<file path="src/verilog/irfp_pkg.sv">
/*
 Package for the infrared frame port: register offsets, field positions,
 reset values and timing constants.
 Assumes a single 250 MHz system clock domain.
*/
`default_nettype none
package irfp_pkg;
   localparam logic [7:0] IRFP_OFS_CTRL = 8'hea;
   localparam logic [7:0] IRFP_OFS_CSUM = 8'hec;
   localparam logic [7:0] IRFP_OFS_LEN_LO = 8'hee;
   localparam logic [7:0] IRFP_OFS_LEN_HI = 8'hef;
   localparam logic [7:0] IRFP_OFS_INT_STAT = 8'hf0;
   localparam logic [7:0] IRFP_OFS_INT_MASK = 8'hf1;
   localparam logic [7:0] IRFP_OFS_UART_EN = 8'hf2;
   // Control register fields
   localparam int IRFP_CTRL_MODE = 0;
   localparam int IRFP_CTRL_START = 1;
   localparam int IRFP_CTRL_IE = 3;
   localparam logic [7:0] IRFP_CTRL_RST = 8'h00;
   localparam logic [7:0] IRFP_CSUM_RST = 8'h00;
   localparam logic [11:0] IRFP_LEN_RST = 12'h000;
   localparam logic [3:0] IRFP_LEN_HI_RSVD = 4'h0;
   // Extra bytes beyond the programmed count: two opening flags, one stop
   localparam logic [11:0] IRFP_FRAME_EXTRA = 12'h003;
   localparam int IRFP_BIT_NS = 32;
   localparam int IRFP_CLK_NS = 4;
   localparam logic [7:0] IRFP_BIT_CYC = 8'(IRFP_BIT_NS / IRFP_CLK_NS);
   localparam int IRFP_INT_DONE = 0;
   localparam int IRFP_INT_CSUM = 1;
   typedef enum logic [3:0]
   {
      IRFP_IDLE = 4'h1,
      IRFP_FETCH = 4'h2,
      IRFP_WAIT = 4'h4,
      IRFP_SHIFT = 4'h8
   } irfp_state_t;
endpackage
`default_nettype wire

</file>
<file path="src/verilog/irfp_top.sv">
/*
 Infrared frame port: mode switch between plain serial pins and infrared
 pins, frame length registers, DMA byte fetch and serialiser, interrupts.
 Assumes a DMA agent answering fetch requests with a one-cycle valid pulse,
 and a serial core on the same clock.
*/
// Implementation choice: the plain strobed port.
// Notes on behaviour
// Mode bit 1 routes serial data over the infrared pins; code routes only infrared_rx_pin, core_tx does not reach infrared_tx_pin.
// Mode bit 0 uses plain serial pins; other infrared bits do nothing.
// Mode may change at any moment without an idle condition.
// Software must enable the serial port before infrared use.
// Interrupt status bits are undefined while interrupt enable is 0.
// Checksum status register reads all zero after reset.
// Frame length is 12 bits: low byte, high nibble, reserved upper nibble.
// Programmed length sets the number of bytes in a transmitted frame.
// Software programs length excluding opening flags and stop byte.
// Software places the whole frame in the DMA buffer beforehand.
// High length nibble resets to zero; reserved bits undefined.
// Bytes fetched one at a time, ascending, serialised in order.
`default_nettype none
module irfp_top
(
   input wire logic clk_sys,
   input wire logic resetn,
   input wire logic [7:0] reg_addr,
   input wire logic [7:0] reg_wdata,
   input wire logic reg_wr,
   input wire logic reg_rd,
   output logic [7:0] reg_rdata,
   output logic irq,
   input wire logic core_tx,
   output logic core_rx,
   output logic serial_tx_pin,
   input wire logic serial_rx_pin,
   output logic infrared_tx_pin,
   input wire logic infrared_rx_pin,
   output logic dma_req,
   output logic [11:0] dma_addr,
   input wire logic dma_valid,
   input wire logic [7:0] dma_data
);
   import irfp_pkg::*;

   // ****************************************
   // State
   // ****************************************
   typedef struct packed {
      irfp_state_t st;
      logic [7:0] ctrl;
      logic [7:0] csum;
      logic [11:0] len;
      logic [3:0] len_rsvd;
      logic [1:0] int_stat;
      logic [1:0] int_mask;
      logic uart_en;
      logic [11:0] idx;
      logic [11:0] total;
      logic [2:0] bitn;
      logic [7:0] bcnt;
      logic [7:0] rdata;
      logic irq;
      logic ser_tx;
      logic ir_tx;
      logic core_rx;
      logic dma_req;
      logic [1:0] sync_ser;
      logic [1:0] sync_ir;
   } irfp_regs_t;

   irfp_regs_t r, nxt;
   logic [7:0] buf_q;
   logic buf_wr;

   irfp_byte_buf u_buf
   (
      .clk_sys(clk_sys),
      .resetn(resetn),
      .wr_en(buf_wr),
      .wr_data(dma_data),
      .rd_data(buf_q)
   );

   function automatic logic is_ofs(input logic [7:0] a, input logic [7:0] o);
      is_ofs = (a == o);
   endfunction

   wire mode_ir = r.ctrl[IRFP_CTRL_MODE];

   // ****************************************
   // Next state
   // ****************************************
   always_comb
   begin
      nxt = r;
      buf_wr = 1'b0;
      nxt.dma_req = 1'b0;
      nxt.sync_ser = {r.sync_ser[0], serial_rx_pin};
      nxt.sync_ir = {r.sync_ir[0], infrared_rx_pin};
      // Pin steering follows the mode bit each cycle
      if (mode_ir)
      begin
         nxt.core_rx = r.sync_ir[1];
         nxt.ser_tx = 1'b1;
      end
      else
      begin
         nxt.core_rx = r.sync_ser[1];
         nxt.ser_tx = core_tx;
      end
      nxt.rdata = 8'h00;
      if (reg_rd)
      begin
         if (is_ofs(reg_addr, IRFP_OFS_CTRL))
         begin
            nxt.rdata = r.ctrl;
         end
         else if (is_ofs(reg_addr, IRFP_OFS_CSUM))
         begin
            nxt.rdata = r.csum;
         end
         else if (is_ofs(reg_addr, IRFP_OFS_LEN_LO))
         begin
            nxt.rdata = r.len[7:0];
         end
         else if (is_ofs(reg_addr, IRFP_OFS_LEN_HI))
         begin
            nxt.rdata = {r.len_rsvd, r.len[11:8]};
         end
         else if (is_ofs(reg_addr, IRFP_OFS_INT_STAT))
         begin
            nxt.rdata = {6'h00, r.int_stat};
         end
         else if (is_ofs(reg_addr, IRFP_OFS_INT_MASK))
         begin
            nxt.rdata = {6'h00, r.int_mask};
         end
         else if (is_ofs(reg_addr, IRFP_OFS_UART_EN))
         begin
            nxt.rdata = {7'h00, r.uart_en};
         end
      end
      if (reg_wr)
      begin
         if (is_ofs(reg_addr, IRFP_OFS_CTRL))
         begin
            nxt.ctrl = reg_wdata & ~(8'h01 << IRFP_CTRL_START);
         end
         if (is_ofs(reg_addr, IRFP_OFS_LEN_LO))
         begin
            nxt.len[7:0] = reg_wdata;
         end
         if (is_ofs(reg_addr, IRFP_OFS_LEN_HI))
         begin
            nxt.len[11:8] = reg_wdata[3:0];
            nxt.len_rsvd = reg_wdata[7:4];
         end
         if (is_ofs(reg_addr, IRFP_OFS_INT_STAT))
         begin
            nxt.int_stat = r.int_stat & ~reg_wdata[1:0];
         end
         if (is_ofs(reg_addr, IRFP_OFS_INT_MASK))
         begin
            nxt.int_mask = reg_wdata[1:0];
         end
         if (is_ofs(reg_addr, IRFP_OFS_UART_EN))
         begin
            nxt.uart_en = reg_wdata[0];
         end
      end
      // ****************************************
      // Frame transmitter
      // ****************************************
      unique case (r.st)
         IRFP_IDLE:
         begin
            nxt.ir_tx = 1'b0;
            // Start needs infrared mode and serial port enabled
            if (reg_wr && is_ofs(reg_addr, IRFP_OFS_CTRL) && reg_wdata[IRFP_CTRL_START]
                && reg_wdata[IRFP_CTRL_MODE] && r.uart_en)
            begin
               nxt.total = r.len + IRFP_FRAME_EXTRA;
               nxt.idx = 12'h000;
               nxt.csum = 8'h00;
               nxt.st = IRFP_FETCH;
            end
         end
         IRFP_FETCH:
         begin
            nxt.dma_req = 1'b1;
            nxt.st = IRFP_WAIT;
         end
         IRFP_WAIT:
         begin
            if (dma_valid)
            begin
               buf_wr = 1'b1;
               nxt.csum = r.csum ^ dma_data;
               nxt.bitn = 3'h0;
               nxt.bcnt = 8'h00;
               nxt.st = IRFP_SHIFT;
            end
         end
         IRFP_SHIFT:
         begin
            nxt.ir_tx = buf_q[r.bitn];
            if (r.bcnt == IRFP_BIT_CYC - 8'h01)
            begin
               nxt.bcnt = 8'h00;
               nxt.bitn = r.bitn + 3'h1;
               if (r.bitn == 3'h7)
               begin
                  nxt.idx = r.idx + 12'h001;
                  if (r.idx + 12'h001 == r.total)
                  begin
                     nxt.st = IRFP_IDLE;
                     nxt.int_stat[IRFP_INT_DONE] = 1'b1;
                  end
                  else
                  begin
                     nxt.st = IRFP_FETCH;
                  end
               end
            end
            else
            begin
               nxt.bcnt = r.bcnt + 8'h01;
            end
         end
         default:
         begin
            nxt.st = IRFP_IDLE;
         end
      endcase
      // Leaving infrared mode aborts a frame at once
      if (!mode_ir)
      begin
         nxt.st = IRFP_IDLE;
         nxt.ir_tx = 1'b0;
      end
      // Interrupt enable bit gates only the irq output; status bits are still set
      nxt.irq = mode_ir && r.ctrl[IRFP_CTRL_IE] && |(r.int_stat & r.int_mask);
   end

   always_ff @(posedge clk_sys or negedge resetn)
   begin
      if (!resetn)
      begin
         r <= '{st: IRFP_IDLE, ctrl: IRFP_CTRL_RST, csum: IRFP_CSUM_RST, len: IRFP_LEN_RST,
                len_rsvd: IRFP_LEN_HI_RSVD, ser_tx: 1'b1, default: '0};
      end
      else
      begin
         r <= nxt;
      end
   end

   assign reg_rdata = r.rdata;
   assign irq = r.irq;
   assign core_rx = r.core_rx;
   assign serial_tx_pin = r.ser_tx;
   assign infrared_tx_pin = r.ir_tx;
   assign dma_req = r.dma_req;
   assign dma_addr = r.idx;

   // ****************************************
   // Checks
   // ****************************************
   property p_mode_ir_rx;
      @(posedge clk_sys) disable iff (!resetn)
      mode_ir && $past(mode_ir) |=> core_rx == $past(r.sync_ir[1]);
   endproperty
   a_mode_ir_rx: assert property (p_mode_ir_rx) else $error("ir rx not routed");

   property p_uart_tx;
      @(posedge clk_sys) disable iff (!resetn)
      !mode_ir |=> serial_tx_pin == $past(core_tx);
   endproperty
   a_uart_tx: assert property (p_uart_tx) else $error("serial tx not routed");

   property p_switch_idle;
      @(posedge clk_sys) disable iff (!resetn)
      !mode_ir |=> r.st == IRFP_IDLE && !infrared_tx_pin;
   endproperty
   a_switch_idle: assert property (p_switch_idle) else $error("frame not stopped");

   property p_no_start;
      @(posedge clk_sys) disable iff (!resetn)
      r.st == IRFP_IDLE && !r.uart_en |=> r.st == IRFP_IDLE;
   endproperty
   a_no_start: assert property (p_no_start) else $error("start without serial");

   property p_irq_gate;
      @(posedge clk_sys) disable iff (!resetn)
      !r.ctrl[IRFP_CTRL_IE] |=> !irq;
   endproperty
   a_irq_gate: assert property (p_irq_gate) else $error("irq while disabled");

   property p_csum_rst;
      @(posedge clk_sys) $rose(resetn) |-> r.csum == 8'h00;
   endproperty
   a_csum_rst: assert property (p_csum_rst) else $error("csum not zero");

   property p_len_hi;
      @(posedge clk_sys) disable iff (!resetn)
      reg_wr && reg_addr == IRFP_OFS_LEN_HI |=> r.len[11:8] == $past(reg_wdata[3:0]);
   endproperty
   a_len_hi: assert property (p_len_hi) else $error("length high wrong");

   property p_frame_end;
      @(posedge clk_sys) disable iff (!resetn)
      r.st == IRFP_SHIFT && $past(r.st) == IRFP_SHIFT && r.idx == r.total |-> 1'b0;
   endproperty
   a_frame_end: assert property (p_frame_end) else $error("frame overran");

   property p_fetch_seq;
      @(posedge clk_sys) disable iff (!resetn)
      dma_req |-> (r.st == IRFP_WAIT || r.st == IRFP_IDLE) ##1 !dma_req;
   endproperty
   a_fetch_seq: assert property (p_fetch_seq) else $error("fetch sequence");

   property p_addr_step;
      @(posedge clk_sys) disable iff (!resetn)
      $changed(r.idx) && r.st != IRFP_IDLE && $past(r.st) != IRFP_IDLE
         |-> r.idx == $past(r.idx) + 12'h001;
   endproperty
   a_addr_step: assert property (p_addr_step) else $error("address not ascending");

   property p_ir_serial;
      @(posedge clk_sys) disable iff (!resetn)
      r.st == IRFP_SHIFT && mode_ir |=> infrared_tx_pin == $past(buf_q[r.bitn]);
   endproperty
   a_ir_serial: assert property (p_ir_serial) else $error("wrong bit on ir pin");

   property p_done_set;
      @(posedge clk_sys) disable iff (!resetn)
      r.st == IRFP_SHIFT && mode_ir && r.bitn == 3'h7 && r.bcnt == IRFP_BIT_CYC - 8'h01
         && r.idx + 12'h001 == r.total |=> r.int_stat[IRFP_INT_DONE] && r.st == IRFP_IDLE;
   endproperty
   a_done_set: assert property (p_done_set) else $error("frame end not flagged");

   property p_len_lo;
      @(posedge clk_sys) disable iff (!resetn)
      reg_wr && reg_addr == IRFP_OFS_LEN_LO |=> r.len[7:0] == $past(reg_wdata);
   endproperty
   a_len_lo: assert property (p_len_lo) else $error("length low wrong");
endmodule
`default_nettype wire

</file>
<file path="src/verilog/irfp_byte_buf.sv">
/*
 Small byte buffer holding the frame byte being serialised.
 Assumes writes and reads on clk_sys; read data come from a register.
*/
`default_nettype none
module irfp_byte_buf
(
   input wire logic clk_sys,
   input wire logic resetn,
   input wire logic wr_en,
   input wire logic [7:0] wr_data,
   output logic [7:0] rd_data
);
   always_ff @(posedge clk_sys or negedge resetn)
   begin
      if (!resetn)
      begin
         rd_data <= 8'h00;
      end
      else if (wr_en)
      begin
         rd_data <= wr_data;
      end
   end
endmodule
`default_nettype wire

</file>
<file path="config.mk">
export PLATFORM = sky130hd
export DESIGN_NAME = irfp_top
export DESIGN_NICKNAME = d
export VERILOG_FILES = /design/src/verilog/irfp_pkg.sv /design/src/verilog/irfp_top.sv /design/src/verilog/irfp_byte_buf.sv
export SDC_FILE = /design/constraint.sdc
export NUM_CORES = 1
export LEC_CHECK = 0
export ABC_AREA = 1
export BUFFER_PORTS_ARGS = -buffer_cell sky130_fd_sc_hd__clkbuf_2
export CELL_PAD_IN_SITES_DETAIL_PLACEMENT = 2
export CELL_PAD_IN_SITES_GLOBAL_PLACEMENT = 2
export CORE_AREA = 2 2 122 124
export CTS_CLUSTER_SIZE = 25
export DETAILED_ROUTE_END_ITERATION = 16
export DIE_AREA = 0 0 124 126
export PLACE_DENSITY = 0.9
export REMOVE_ABC_BUFFERS = 1
export SETUP_SLACK_MARGIN = 0.5
export SKIP_CTS_REPAIR_TIMING = 1
export SLEW_MARGIN = 40
export SYNTH_ARGS = -nofsm -noshare
export SYNTH_HDL_FRONTEND = slang
export SYNTH_SLANG_ARGS = --single-unit
export TNS_END_PERCENT = 5
</file>
<file path="constraint.sdc">
create_clock -name clk_sys -period 3.78 [get_ports clk_sys]
set_input_delay 0.756 -clock clk_sys [delete_from_list [all_inputs] [get_ports clk_sys]]
set_output_delay 0.756 -clock clk_sys [all_outputs]
set_load 0.05 [all_outputs]
</file>
# [After elaboration in Yosys (flattened, before gate mapping)]
# Cells that the tools add are included.
[totals] reg_bits=100 latch_bits=0 mem_bits_rw=0 rom_bits=0 inputBits=32 out_inout_bits=25 elab_cells=120 mem_count=0
[classes] addsub=4 mul=0 div_mod_pow=0 order_cmp=1 eq_ne=23 n_shift=0 muxes=43 bitwise=4 n_reduce_logical=22
[op_table] op="2-to-1 mux 8 bit" count=8
[op_table] op="== test 8 bit, second input constant" count=7
[op_table] op="2-to-1 mux 12 bit" count=2
[op_table] op="2-to-1 mux 24 bit" count=1
[op_table] op="2-to-1 mux 4 bit" count=6
[op_table] op="case mux 12 bit (2 select lines)" count=1
[op_table] op="case mux 11 bit (2 select lines)" count=1
[op_table] op="case mux 4 bit (4 select lines)" count=1
[op_table] op="case mux 8 bit (2 select lines)" count=1
[op_table] op="AND reduction 2 bit" count=8
[op_table] op="2-to-1 mux 1 bit" count=14
[op_table] op="adder 12 x 1 -> 12 bit, second input constant" count=1
[op_table] op="adder 12 x 2 -> 12 bit, second input constant" count=1
[op_table] op="== test 12 bit" count=1
[op_table] op="!= test 3 bit, second input constant" count=4
[op_table] op="2-to-1 mux 11 bit" count=1
[op_table] op="adder 8 x 1 -> 8 bit, second input constant" count=1
[op_table] op="== test 8 x 3 -> 1 bit, second input constant" count=1
[op_table] op="2-to-1 mux 2 bit" count=4
[op_table] op="!= test 2 bit, second input constant" count=4
[op_table] op="AND reduction 4 bit" count=2
[op_table] op="bitwise XOR 8 bit" count=1
[op_table] op="logical AND 1 bit" count=6
[op_table] op="AND reduction 3 bit" count=2
[op_table] op="other kinds (15)" count=18

# [Depth between registers and ports, before layout]
# Gate-level depths: netlist (run 1).
[logic_depth] depth_word=9 ltp_mapped=13 ltp_nobuf=13

# [Modules after synthesis]
# From an unflattened synthesis (run 1), not the netlist that was laid out.
[unflattened] cells_unflattened=652 area_unflattened_um2=5396.4
[by_module_without_submodules] module="irfp_top" n_inst=1 cells_each=618 area_each_um2=5091.1 seq_area_each_um2=2304.7
[by_module_without_submodules] module="irfp_byte_buf" n_inst=1 cells_each=34 area_each_um2=305.3 seq_area_each_um2=200.2

# [Worst setup path after synthesis (run 1)]
# No wires, ideal clock.
[synth_path] path_kind="input-to-reg" from="input reg_addr[6]" to="register r[79] (netlist bit)" arrival_ps=1825 t_required_ps=3653 path_slack_ps=1828 cell_stages=10 path_buffers=1 path_cell_list="nand3_1 > nor2_4 > nand2_2 > nor2_4 > nand3b_2 > inv_2 > nand2_2 > buf_2 > nand3_1 > o21ai_0"
[synth_between] elab_chain_cells=7
[synth_rtl] element="start, declared" line_no="irfp_top.sv:26" source="input wire logic [7:0] reg_addr,"
[synth_rtl] element="== test 8 bit" line_no="irfp_top.sv:85" source="is_ofs = (a == o);"
[synth_rtl] element="logical AND 1 bit (2 in a row)" line_no="irfp_top.sv:179" source="if (reg_wr && is_ofs(reg_addr, IRFP_OFS_CTRL) && reg_wdata[IRFP_CTRL_START]"
[synth_rtl] element="logical AND 1 bit (2 in a row)" line_no="irfp_top.sv:180" source="&& reg_wdata[IRFP_CTRL_MODE] && r.uart_en)"
[synth_rtl] element="!= test 2 bit (no source line)"
[synth_rtl] element="AND reduction 3 bit (no source line)"
[synth_rtl] element="end signal, assigned" line_no="irfp_top.sv:249" source="r <= '{st: IRFP_IDLE, ctrl: IRFP_CTRL_RST, csum: IRFP_CSUM_RST, len: IRFP_LEN_RST,"
[synth_rtl] element="end signal, assigned" line_no="irfp_top.sv:254" source="r <= nxt;"
[synth_rtl] element="end, declared" line_no="irfp_top.sv:71" source="irfp_regs_t r, nxt;"
# Every way passes these cells.
# A chain may end at the register's enable or synchronous reset.

# [Final worst setup path (run 1)]
[layout_path] from="input reg_addr[0]" to="register r, in the netlist dma_addr[10]"
[layout_between] elab_chain_cells=7
[layout_rtl] element="== test 8 bit" line_no="irfp_top.sv:85"
[layout_rtl] element="logical AND 1 bit (2 in a row)" line_no="irfp_top.sv:179"
[layout_rtl] element="logical AND 1 bit (2 in a row)" line_no="irfp_top.sv:180"
[layout_rtl] element="!= test 2 bit (no source line)"
[layout_rtl] element="AND reduction 4 bit (no source line)"
# Every way passes these cells.

==> results of run 1 <==
-- power by group --
group | internal (mW) | switching (mW)
Combinational | 0.191 | 0.394
Sequential | 1.23 | 0.135
Clock | 0.444 | 0.415
Total | 1.86 | 0.944
-- cell usage in the layout, fill, tap and decap left out, types with 2 or more instances in the layout --
cell and n:
sky130_fd_sc_hd__a41oi_1 4, sky130_fd_sc_hd__nand2_2 4, sky130_fd_sc_hd__nand3_4 2, sky130_fd_sc_hd__nor3_2 4, sky130_fd_sc_hd__nand4_1 16, sky130_fd_sc_hd__clkbuf_2 55, sky130_fd_sc_hd__a31oi_1 4, sky130_fd_sc_hd__nor2_1 39
sky130_fd_sc_hd__o21ai_2 2, sky130_fd_sc_hd__dfstp_2 2, sky130_fd_sc_hd__xnor2_1 2, sky130_fd_sc_hd__a21oi_1 11, sky130_fd_sc_hd__xnor3_1 2, sky130_fd_sc_hd__nor2_4 3, sky130_fd_sc_hd__inv_1 84, sky130_fd_sc_hd__clkinv_2 5
sky130_fd_sc_hd__nor4_1 2, sky130_fd_sc_hd__buf_4 2, sky130_fd_sc_hd__o21ai_1 13, sky130_fd_sc_hd__nor3_1 5, sky130_fd_sc_hd__o21ai_0 72, sky130_fd_sc_hd__o221a_2 2, sky130_fd_sc_hd__dfrtp_1 98, sky130_fd_sc_hd__or2_1 2
sky130_fd_sc_hd__clkbuf_1 2, sky130_fd_sc_hd__o22ai_1 10, sky130_fd_sc_hd__clkbuf_16 9, sky130_fd_sc_hd__ha_1 6, sky130_fd_sc_hd__inv_2 5, sky130_fd_sc_hd__nand3_1 45, sky130_fd_sc_hd__or2_2 3, sky130_fd_sc_hd__nand2_1 143
sky130_fd_sc_hd__xor2_1 14, sky130_fd_sc_hd__o32ai_1 3, sky130_fd_sc_hd__nand3_2 3
-- routing by layer --
layer | vias to the layer above | share of wire | global-route usage
met4 | 0 | 0.026 | 0.0886
met2 | 75 | 0.52 | 0.410
met1 | 2326 | 0.43 | 0.276
met3 | 33 | 0.023 | 0.0313
met5 | - | 0 | 0
li1 | 2204 | - | -
-- state kept, by name (all words and copies together), names as in the netlist --
| name | flops |
|---|---|
| reg_rdata | 8 |
| core_rx | 1 |
| u_buf.rd_data | 8 |
| serial_tx_pin | 1 |
| infrared_tx_pin | 1 |
| dma_req | 1 |
| irq | 1 |
| r | 64 |
| dma_addr | 12 |
| nxt | 2 |
| mode_ir | 1 |
-- critical path: cells and delay by family --
family	cells	cell delay, ns
AOI/OAI and AO/OA	2	0.35
and+or+nand+nor	7	1.27
buffers and inverters	3	0.25
-- final cells by class --
cell class / instances / area share
inverters: 91 / 0.0577
repair buffers: 58 / 0.0512
clock inverters: 5 / 0.00485
well taps: 184 / 0.0388
clock buffers: 11 / 0.0392
multi-input cells: 429 / 0.387
flip-flops and latches: 100 / 0.422
-- path summary, 6_finish.rpt --
| check | cells past startpoint | slack [ns] | end | start |
|---|---|---|---|---|
| min in group asynchronous | 1 | 0.41 | dma_addr[4] | resetn |
| max in group asynchronous | 2 | 2.63 | r[83] | resetn |
| hold / removal | 0 | 0.35 | r[1] | nxt[1] |
| setup reg to reg | 11 | 1.59 | r[89] | dma_addr[0] |
| hold reg to reg | 0 | 0.35 | r[1] | nxt[1] |
| setup / recovery | 12 | 1.40 | dma_addr[10] | reg_addr[0] |
-- cell families after synthesis --
group / after synthesis / share of synthesized area
and+or+nand+nor: 279 / 0.248
AOI/OAI and AO/OA: 126 / 0.133
buffers and inverters: 121 / 0.101
DFF: 100 / 0.469
xor gates and xnor gates: 18 / 0.0347
adders and majority gates: 6 / 0.0141
-- stage by stage --
stage / std cells / worst slack [ns]
2_1_floorplan: 620 / 1.64
3_3_place_gp: 862 / 1.23
3_5_place_dp: 862 / 1.02
4_1_cts: 878 / 1.39
5_1_grt: 878 / 1.18
6_report: 878 / 1.40
==> results_dict.tcl, run 1 <==
set metrics [dict create \
    status "finished clean" \
    required_ns 4.05 \
    rows 44 \
    synth_most_common_cell "sky130_fd_sc_hd__nand2_1" \
    drcViolationCount 0 \
    avg_synthesized_cell_area_um2 8.22 \
    grt_pass1_wl_um 27300 \
    max-vdd-ir-drop_v 0.000202 \
    route.detailed.wl_per_inst_um 18.8 \
    max_fanout_on_critical_path 23 \
    worst_slew_margin_rel 0.552 \
    htreeDepth 3 \
    timing_max_transition_violations_final 0 \
    worst_hold_path_type "reg2reg" \
    leakage_nw 2.89 \
    die_w_um 124 \
    hold_violations 0 \
    setup_viol_count_final 0 \
    clock-sinks 100 \
    synth.yosys.seq_area_share 0.469 \
    period_utilisation_layout 0.629 \
    final.fill_count 1650 \
    postSynthRegisterBits 100 \
    initial_core_util 0.373 \
    worst_clock_skew_ns 0.0109 \
    syn2layout_area_growth_pct 11.2 \
    synth_top_area_share 0.459 \
    synth_edf_count 0 \
    powerDensity_mw_per_mm2 473 \
    critical_path_cell_by_cell "clkbuf_2, inv_1, nand2_1, nor3_2, nand2_2, nor2_4, nand3b_2, inv_2, nand2_2, o21ai_2, nand2_2, o22ai_1" \
    antenna_found_initial 0 \
    postSynthCellCount 650 \
    num_cts_buffers 9 \
    clk_root_buffer_cell "sky130_fd_sc_hd__clkbuf_16" \
    slowest_delay_ns 0.28 \
    rsz_0062_raised_after_global_routing "false" \
    routed-via-count 4638 \
    dp_hpwl_um 12700 \
    placement.io_buffers 56 \
    final_util 0.415 \
    cpMostUsedCell "sky130_fd_sc_hd__nand2_2" \
    antenna_cells 0 \
    floorplan.die.height_um 126 \
    syn_area_mm2 0.00534 \
    global_route.usage.total 0.229 \
    cts.clk_slew.worst_paths_ns 0.07 \
    drt-initial-drc-count 140 \
    placeableCoreArea_mm2 0.0143 \
    ys_top_cells_by_area "sky130_fd_sc_hd__dfrtp_1 (46%), sky130_fd_sc_hd__nand2_1 (10%), sky130_fd_sc_hd__o21ai_0 (6.7%)" \
    cap_violations 0 \
    vias_per_cell 5.28 \
    post-synth-top-area-cell "sky130_fd_sc_hd__dfrtp_1" \
    pin_count_of_the_biggest_net_entering_global_routing 83 \
    finish.net_count 727 \
    drtPass1Iterations 4 \
    final_cell_area_mm2 0.00594 \
    multi_input_comb_area_mm2 0.00230 \
    critical_path_class "in2reg" \
    seqCellArea_mm2 0.00250 \
    critPathLaunchType "primary input" \
    cp_slowest_cell "sky130_fd_sc_hd__nand2_2" \
    clock_latency_on_the_worst_skew_pair_ns 0.36 \
    async_set_reset_flop_share_out_of_synthesis 1.00 \
    grt_overflow 0 \
    p_total_mw 2.81 \
    cts_tree "done" \
    most_numerous_cell_types_in_the_synthesized_netlist "sky130_fd_sc_hd__nand2_1 (143), sky130_fd_sc_hd__dfrtp_1 (98), sky130_fd_sc_hd__inv_1 (84)" \
    die_area_mm2 0.0156 \
    worst_slew_pin_slew_ns 0.673 \
    synth.yosys.warnings 0 \
    hold_ws_ns 0.350 \
    synth-main-ff-cell "sky130_fd_sc_hd__dfrtp_1" \
    globalplace.congestion 0.811 \
    synth_cell_type_count 48 \
    timing.final.crit_period_ns 2.38 \
    crit_arrival_ns 2.65 \
    post_dp_cell_area_mm2 0.00568 \
    fin_setup_tns_ns 0 \
    ctsLongestPathBuffers 2 \
    finalWirelength_um 16500 \
    num_io_pins 57 \
    drive_gt1_frac 0.159 \
    first_global_vias 5184 \
    fmax_mhz 421 \
    worst_setup_path_end_kind "flop" \
    antenna_left 0 \
]
Power figures use the tool's default switching activity.
==> run 2, diff against run 1 <==
CORE_AREA = 2 2 127 129   (was 2 2 122 124)
DIE_AREA = 0 0 129 131   (was 0 0 124 126)
PLACE_DENSITY = 0.84   (was 0.9)
clock period = 2.5 ns   (was 3.78 ns; I/O delays follow)
==> results_dict.tcl, run 2 (same netlist as run 1, synthesis figures left out) <==
set metrics [dict create \
    finalWirelength_um 17500 \
    p_total_mw 4.49 \
    intPower_mw 2.95 \
    multi_input_comb_area_mm2 0.00244 \
    rows 46 \
    clock-sinks 100 \
    power.share.sequential 0.461 \
    die_area_mm2 0.0169 \
    first_global_vias 5261 \
    global_route.usage.total 0.220 \
    drive_gt1_frac 0.213 \
    timing_max_transition_violations_final 0 \
    antenna_cells 0 \
    cts_tree "done" \
    routed-via-count 4695 \
    initial_core_util 0.342 \
    ctsLongestPathBuffers 2 \
    fmax_mhz 508 \
    clk_root_buffer_cell "sky130_fd_sc_hd__clkbuf_16" \
    dp_cells 897 \
    regToRegEndpoint "r[55]" \
    total_switching_power_mw 1.54 \
    critPathLaunchType "flop" \
    antenna_left 0 \
    r2r_cells 10 \
    period_utilisation_layout 0.787 \
    route.detailed.wl_per_inst_um 19.1 \
    drcViolationCount 0 \
    timing.final.crit_period_ns 1.97 \
    drt-initial-drc-count 177 \
    grt_overflow 0 \
    final_common_cell "sky130_fd_sc_hd__nand2_1" \
    drtPass1Iterations 4 \
    regToRegStartpoint "dma_addr[0]" \
    worst_hold_path_type "in2async" \
    power_switching_share 0.343 \
    fin_setup_tns_ns 0 \
    worst_slew_pin_slew_ns 0.600 \
    critical_path_class "reg2reg" \
    powerDensity_mw_per_mm2 719 \
    worst_clock_skew_ns 0.0130 \
    required_ns 2.78 \
    antenna_found_initial 0 \
    vias_per_cell 5.12 \
    die_w_um 129 \
    finish.net_count 734 \
    leakage_nw 2.99 \
    clock_latency_on_the_worst_skew_pair_ns 0.36 \
    final_cell_mix "sky130_fd_sc_hd__nand2_1 (133), sky130_fd_sc_hd__dfrtp_1 (93), sky130_fd_sc_hd__inv_1 (84)" \
    syn2layout_area_growth_pct 16.8 \
    final_cell_count_no_fill 917 \
    globalplace.congestion 0.825 \
    share_clk_of_total_power 0.333 \
    htreeDepth 3 \
    setup_viol_count_final 0 \
    seqCellArea_mm2 0.00251 \
    max-vdd-ir-drop_v 0.000345 \
    cap_violations 0 \
    startpoint "dma_addr[0]" \
    worst_setup_path_end_kind "flop" \
    max_fanout_on_critical_path 8 \
    placeableCoreArea_mm2 0.0156 \
    rsz_0062_raised_after_global_routing "true" \
    grt_pass1_wl_um 28400 \
    cts.clk_slew.worst_paths_ns 0.08 \
    final.fill_count 1757 \
    num_io_pins 57 \
    pin_count_of_the_biggest_net_entering_global_routing 45 \
    worst_slew_margin_rel 0.598 \
    comb_power_share 0.206 \
    max_flop_register "r" \
    placement.io_buffers 56 \
    floorplan.die.height_um 131 \
    largest_register_ffs 64 \
    num_cts_buffers 9 \
    crit_arrival_ns 2.25 \
    dp_hpwl_um 13000 \
    status "finished clean" \
    hold_violations 0 \
    ff_to_ff_setup_slack_ns 0.53 \
]
## run 2: cell types whose count changed in the layout (fill, tap and decap cells not counted), sizes merged
| cell | delta |
|---|---|
| buf | +8 |
| bufinv | +1 |
| clkbuf | -3 |
| clkinv | -2 |
| inv | +3 |
## run 2: worst max-delay path by stage
stage / to / depth (start not counted)
finish: r[55] / 10
global route: r[55] / 11
CTS: r[55] / 11
detailed placement: dma_addr[6] / 12
global placement: dma_addr[9] / 11
floorplan: r[89] / 11
## run 2: metal layers
layer | routed length [um] | global-route usage
met2 | 9360 | 0.407
met5 | 0 | 0
met4 | 496 | 0.0914
met3 | 357 | 0.0265
met1 | 7290 | 0.257
## run 2: power by group through the flow
stage	logic (mW)	registers [mW]	clock network, mW
after floorplan	0.553	2.04	0
after global placement	0.813	2.06	0
after detailed placement	0.900	2.08	0
after CTS	0.928	2.06	1.51
after global routing	1.04	2.10	1.56
final	0.925	2.07	1.50
## run 2: metrics by stage
stage	utilization	instance area (um2)	setup slack, ns	hold slack [ns]
after floorplan	-	5140	0.441	0.204
after global placement	0.368	5750	0.383	0.332
after detailed placement	0.368	5750	0.223	0.339
after CTS	0.388	6050	0.375	0.159
after global routing	0.400	6240	0.382	0.171
final	0.400	6240	0.533	0.128
## run 2: critical path: stages, from the launching register on
cell and delay (ns):
sky130_fd_sc_hd__dfrtp_1 0.42, sky130_fd_sc_hd__buf_6 0.16, sky130_fd_sc_hd__nand2_4 0.06, sky130_fd_sc_hd__nor2_4 0.29, sky130_fd_sc_hd__nand3_4 0.13, sky130_fd_sc_hd__or2_4 0.30, sky130_fd_sc_hd__nand3_4 0.07, sky130_fd_sc_hd__nand2_2 0.05
sky130_fd_sc_hd__nor2_2 0.10, sky130_fd_sc_hd__nand3_2 0.14, sky130_fd_sc_hd__o21ai_2 0.16
## run 2: cell type report
class	instances	share of cell area
repair buffers	65	0.0588
well taps	216	0.0433
clock inverters	7	0.0130
clock buffers	9	0.0361
multi-input cells	429	0.391
flip-flops and latches	100	0.403
inverters	91	0.0554
==> run 3, diff against run 2 <==
ABC_AREA = 0   (was 1)
CORE_AREA = 2 2 121 123   (was 2 2 127 129)
DIE_AREA = 0 0 123 125   (was 0 0 129 131)
PLACE_DENSITY = 0.85   (was 0.84)
clock period = 1.9 ns   (was 2.5 ns; I/O delays follow)
==> results_dict.tcl, run 3 <==
set metrics [dict create \
    max_fanout_on_critical_path 4 \
    cts_tree "done" \
    vias_per_cell 5.59 \
    drcViolationCount 0 \
    global_route.usage.met3 0.0306 \
    post-synth-top-area-cell "sky130_fd_sc_hd__dfrtp_1" \
    postSynthRegisterBits 100 \
    required_ns 2.20 \
    powerDensity_mw_per_mm2 626 \
    placeableCoreArea_mm2 0.0142 \
    antenna_left 0 \
    die_area_mm2 0.0154 \
    clk_root_buffer_cell "sky130_fd_sc_hd__clkbuf_16" \
    final_cell_mix "sky130_fd_sc_hd__dfrtp_1 (97), sky130_fd_sc_hd__nand2_1 (68), sky130_fd_sc_hd__buf_4 (63)" \
    hold_violations 24 \
    synth_most_common_cell "sky130_fd_sc_hd__dfrtp_1" \
    die_w_um 123 \
    global_route.usage.total 0.239 \
    met2_track_utilization_from_global_routing 0.428 \
    synth_cell_type_count 58 \
    drtPass1Iterations 4 \
    postSynthCellCount 520 \
    synth.yosys.seq_area_share 0.481 \
    ys_top_cells_by_area "sky130_fd_sc_hd__dfrtp_1 (47%), sky130_fd_sc_hd__mux2_2 (5.8%), sky130_fd_sc_hd__nand2_1 (5.7%)" \
    ctsLongestPathBuffers 2 \
    cts.clk_slew.worst_paths_ns 0.07 \
    syn_area_mm2 0.00520 \
    worst_setup_path_end_kind "flop" \
    critPathLaunchType "flop" \
    finalWirelength_um 19900 \
    timing_max_transition_violations_final 0 \
    num_io_pins 57 \
    grt_overflow 0 \
    rsz_0062_raised_after_global_routing "true" \
    antenna_found_initial 0 \
    num_cts_buffers 9 \
    htreeDepth 3 \
    timing.final.crit_period_ns 2.16 \
    grt_pass1_wl_um 28100 \
    timing.final.ws_setup_ns -0.257 \
    failed_checks "negative hold slack, negative setup slack" \
    leakage_nw 3.19 \
    dp_hpwl_um 12700 \
    groute.layer.met1.usage 0.284 \
    cap_violations 0 \
    final_util 0.496 \
    placement.io_buffers 56 \
    clock-sinks 100 \
    largest_register_ffs 64 \
    rows 44 \
    period_utilisation_layout 1.14 \
    crit_arrival_ns 2.45 \
    critical_path_class "reg2reg" \
    worst_hold_path_type "in2async" \
    worst_clock_skew_ns 0.00872 \
    fin_setup_tns_ns -2.31 \
    antenna_cells 0 \
    clock_latency_on_the_worst_skew_pair_ns 0.36 \
    synth-main-ff-cell "sky130_fd_sc_hd__dfrtp_1" \
    globalplace.congestion 0.847 \
    setup_viol_count_final 29 \
    status "finished, violations left" \
    floorplan.die.height_um 125 \
    worst_slew_margin_rel 0.664 \
    fmax_mhz 464 \
    initial_core_util 0.366 \
    drt-initial-drc-count 189 \
    route.detailed.wl_per_inst_um 24.4 \
    grt.busiest_layer "met2" \
    hold_ws_ns -0.0199 \
    routed-via-count 4559 \
    most_numerous_cell_types_in_the_synthesized_netlist "sky130_fd_sc_hd__dfrtp_1 (98), sky130_fd_sc_hd__nand2_1 (79), sky130_fd_sc_hd__o21ai_0 (54)" \
    dp_worst_setup_slack_ns -0.293 \
    max-vdd-ir-drop_v 0.000407 \
    finish.net_count 666 \
    synth.yosys.warnings 0 \
    ff_to_ff_setup_slack_ns -0.26 \
    async_set_reset_flop_share_out_of_synthesis 1.00 \
    first_global_vias 5124 \
    synth_top_area_share 0.471 \
    avg_synthesized_cell_area_um2 10.0 \
    drive_gt1_frac 0.408 \
    syn2layout_area_growth_pct 35.3 \
    worst_slew_pin_slew_ns 0.503 \
    pin_count_of_the_biggest_net_entering_global_routing 46 \
    final_common_cell "sky130_fd_sc_hd__dfrtp_1" \
    synth_edf_count 0 \
    max_flop_register "r" \
]
## run 3: changes by cell type in the layout (fill, tap and decap cells not counted), sizes merged, moves of 10 or more
cell    change
buf        +88
inv        -85
nand2      -68
nand3      -36
mux2       +27
o21ai      -26
clkbuf     -16
nor2       -15
xnor2      +14
mux2i      +10
nor2b      +10
## run 3: layer usage
layer  routed length (um)  vias up
met2                11000      110
met1                 7750     2371
met4                  608        0
li1                     -     2037
met5                    0        -
met3                  565       41
## run 3: path summary, 6_finish.rpt
check | depth (start not counted) | end | start
max | 7 | r[55] | dma_addr[1]
min | 1 | r[91] | resetn
max reg2reg | 7 | r[55] | dma_addr[1]
min reg2reg | 0 | r[3] | nxt[3]
max in group asynchronous | 2 | dma_addr[4] | resetn
min in group clk_sys | 1 | nxt[1] | infrared_rx_pin
## run 3: layout make-up
class / count / area (um2)
well taps: 184 / 230
clock buffers: 10 / 239
multi-input cells: 376 / 2910
clock inverters: 5 / 60.1
repair buffers: 136 / 1080
flip-flops and latches: 100 / 2510
fillers: 1427 / 7160
inverters: 5 / 18.8
## run 3: metrics by stage
stage	power, mW	instance area, um2	cells
6_report	4.41	7040	816
5_1_grt	4.54	7040	816
3_3_place_gp	2.44	6040	791
4_1_cts	4.39	6340	806
2_1_floorplan	2.30	4960	481
3_5_place_dp	2.47	6040	791
## run 3: worst max-delay path: stages, from the launching register on
cell	delay [ns]
sky130_fd_sc_hd__dfrtp_1	0.44
sky130_fd_sc_hd__buf_4	0.19
sky130_fd_sc_hd__nand2_1	0.09
sky130_fd_sc_hd__or4_4	0.55
sky130_fd_sc_hd__a21oi_2	0.16
sky130_fd_sc_hd__o21ai_1	0.15
sky130_fd_sc_hd__a31oi_4	0.29
sky130_fd_sc_hd__a32o_2	0.22
## run 3: kinds of logic (layout without fill, tap and decap cells)
kind of cell               after synthesis  count (layout)  share of synthesized area
buffers and inverters                   44             156                     0.0510
adders and majority gates                6               6                     0.0144
xor gates and xnor gates                33              33                     0.0555
AOI/OAI and AO/OA                      105             105                      0.121
DFF                                    100             100                      0.481
and+or+nand+nor                        193             193                      0.190
muxes                                   39              39                     0.0863
## run 3: power breakdown
group	internal [mW]	switching, mW	total (mW)
combinational	0.109	0.151	0.260
clock	1.06	0.888	1.95
sequential	2.16	0.0394	2.20
total	3.33	1.08	4.41
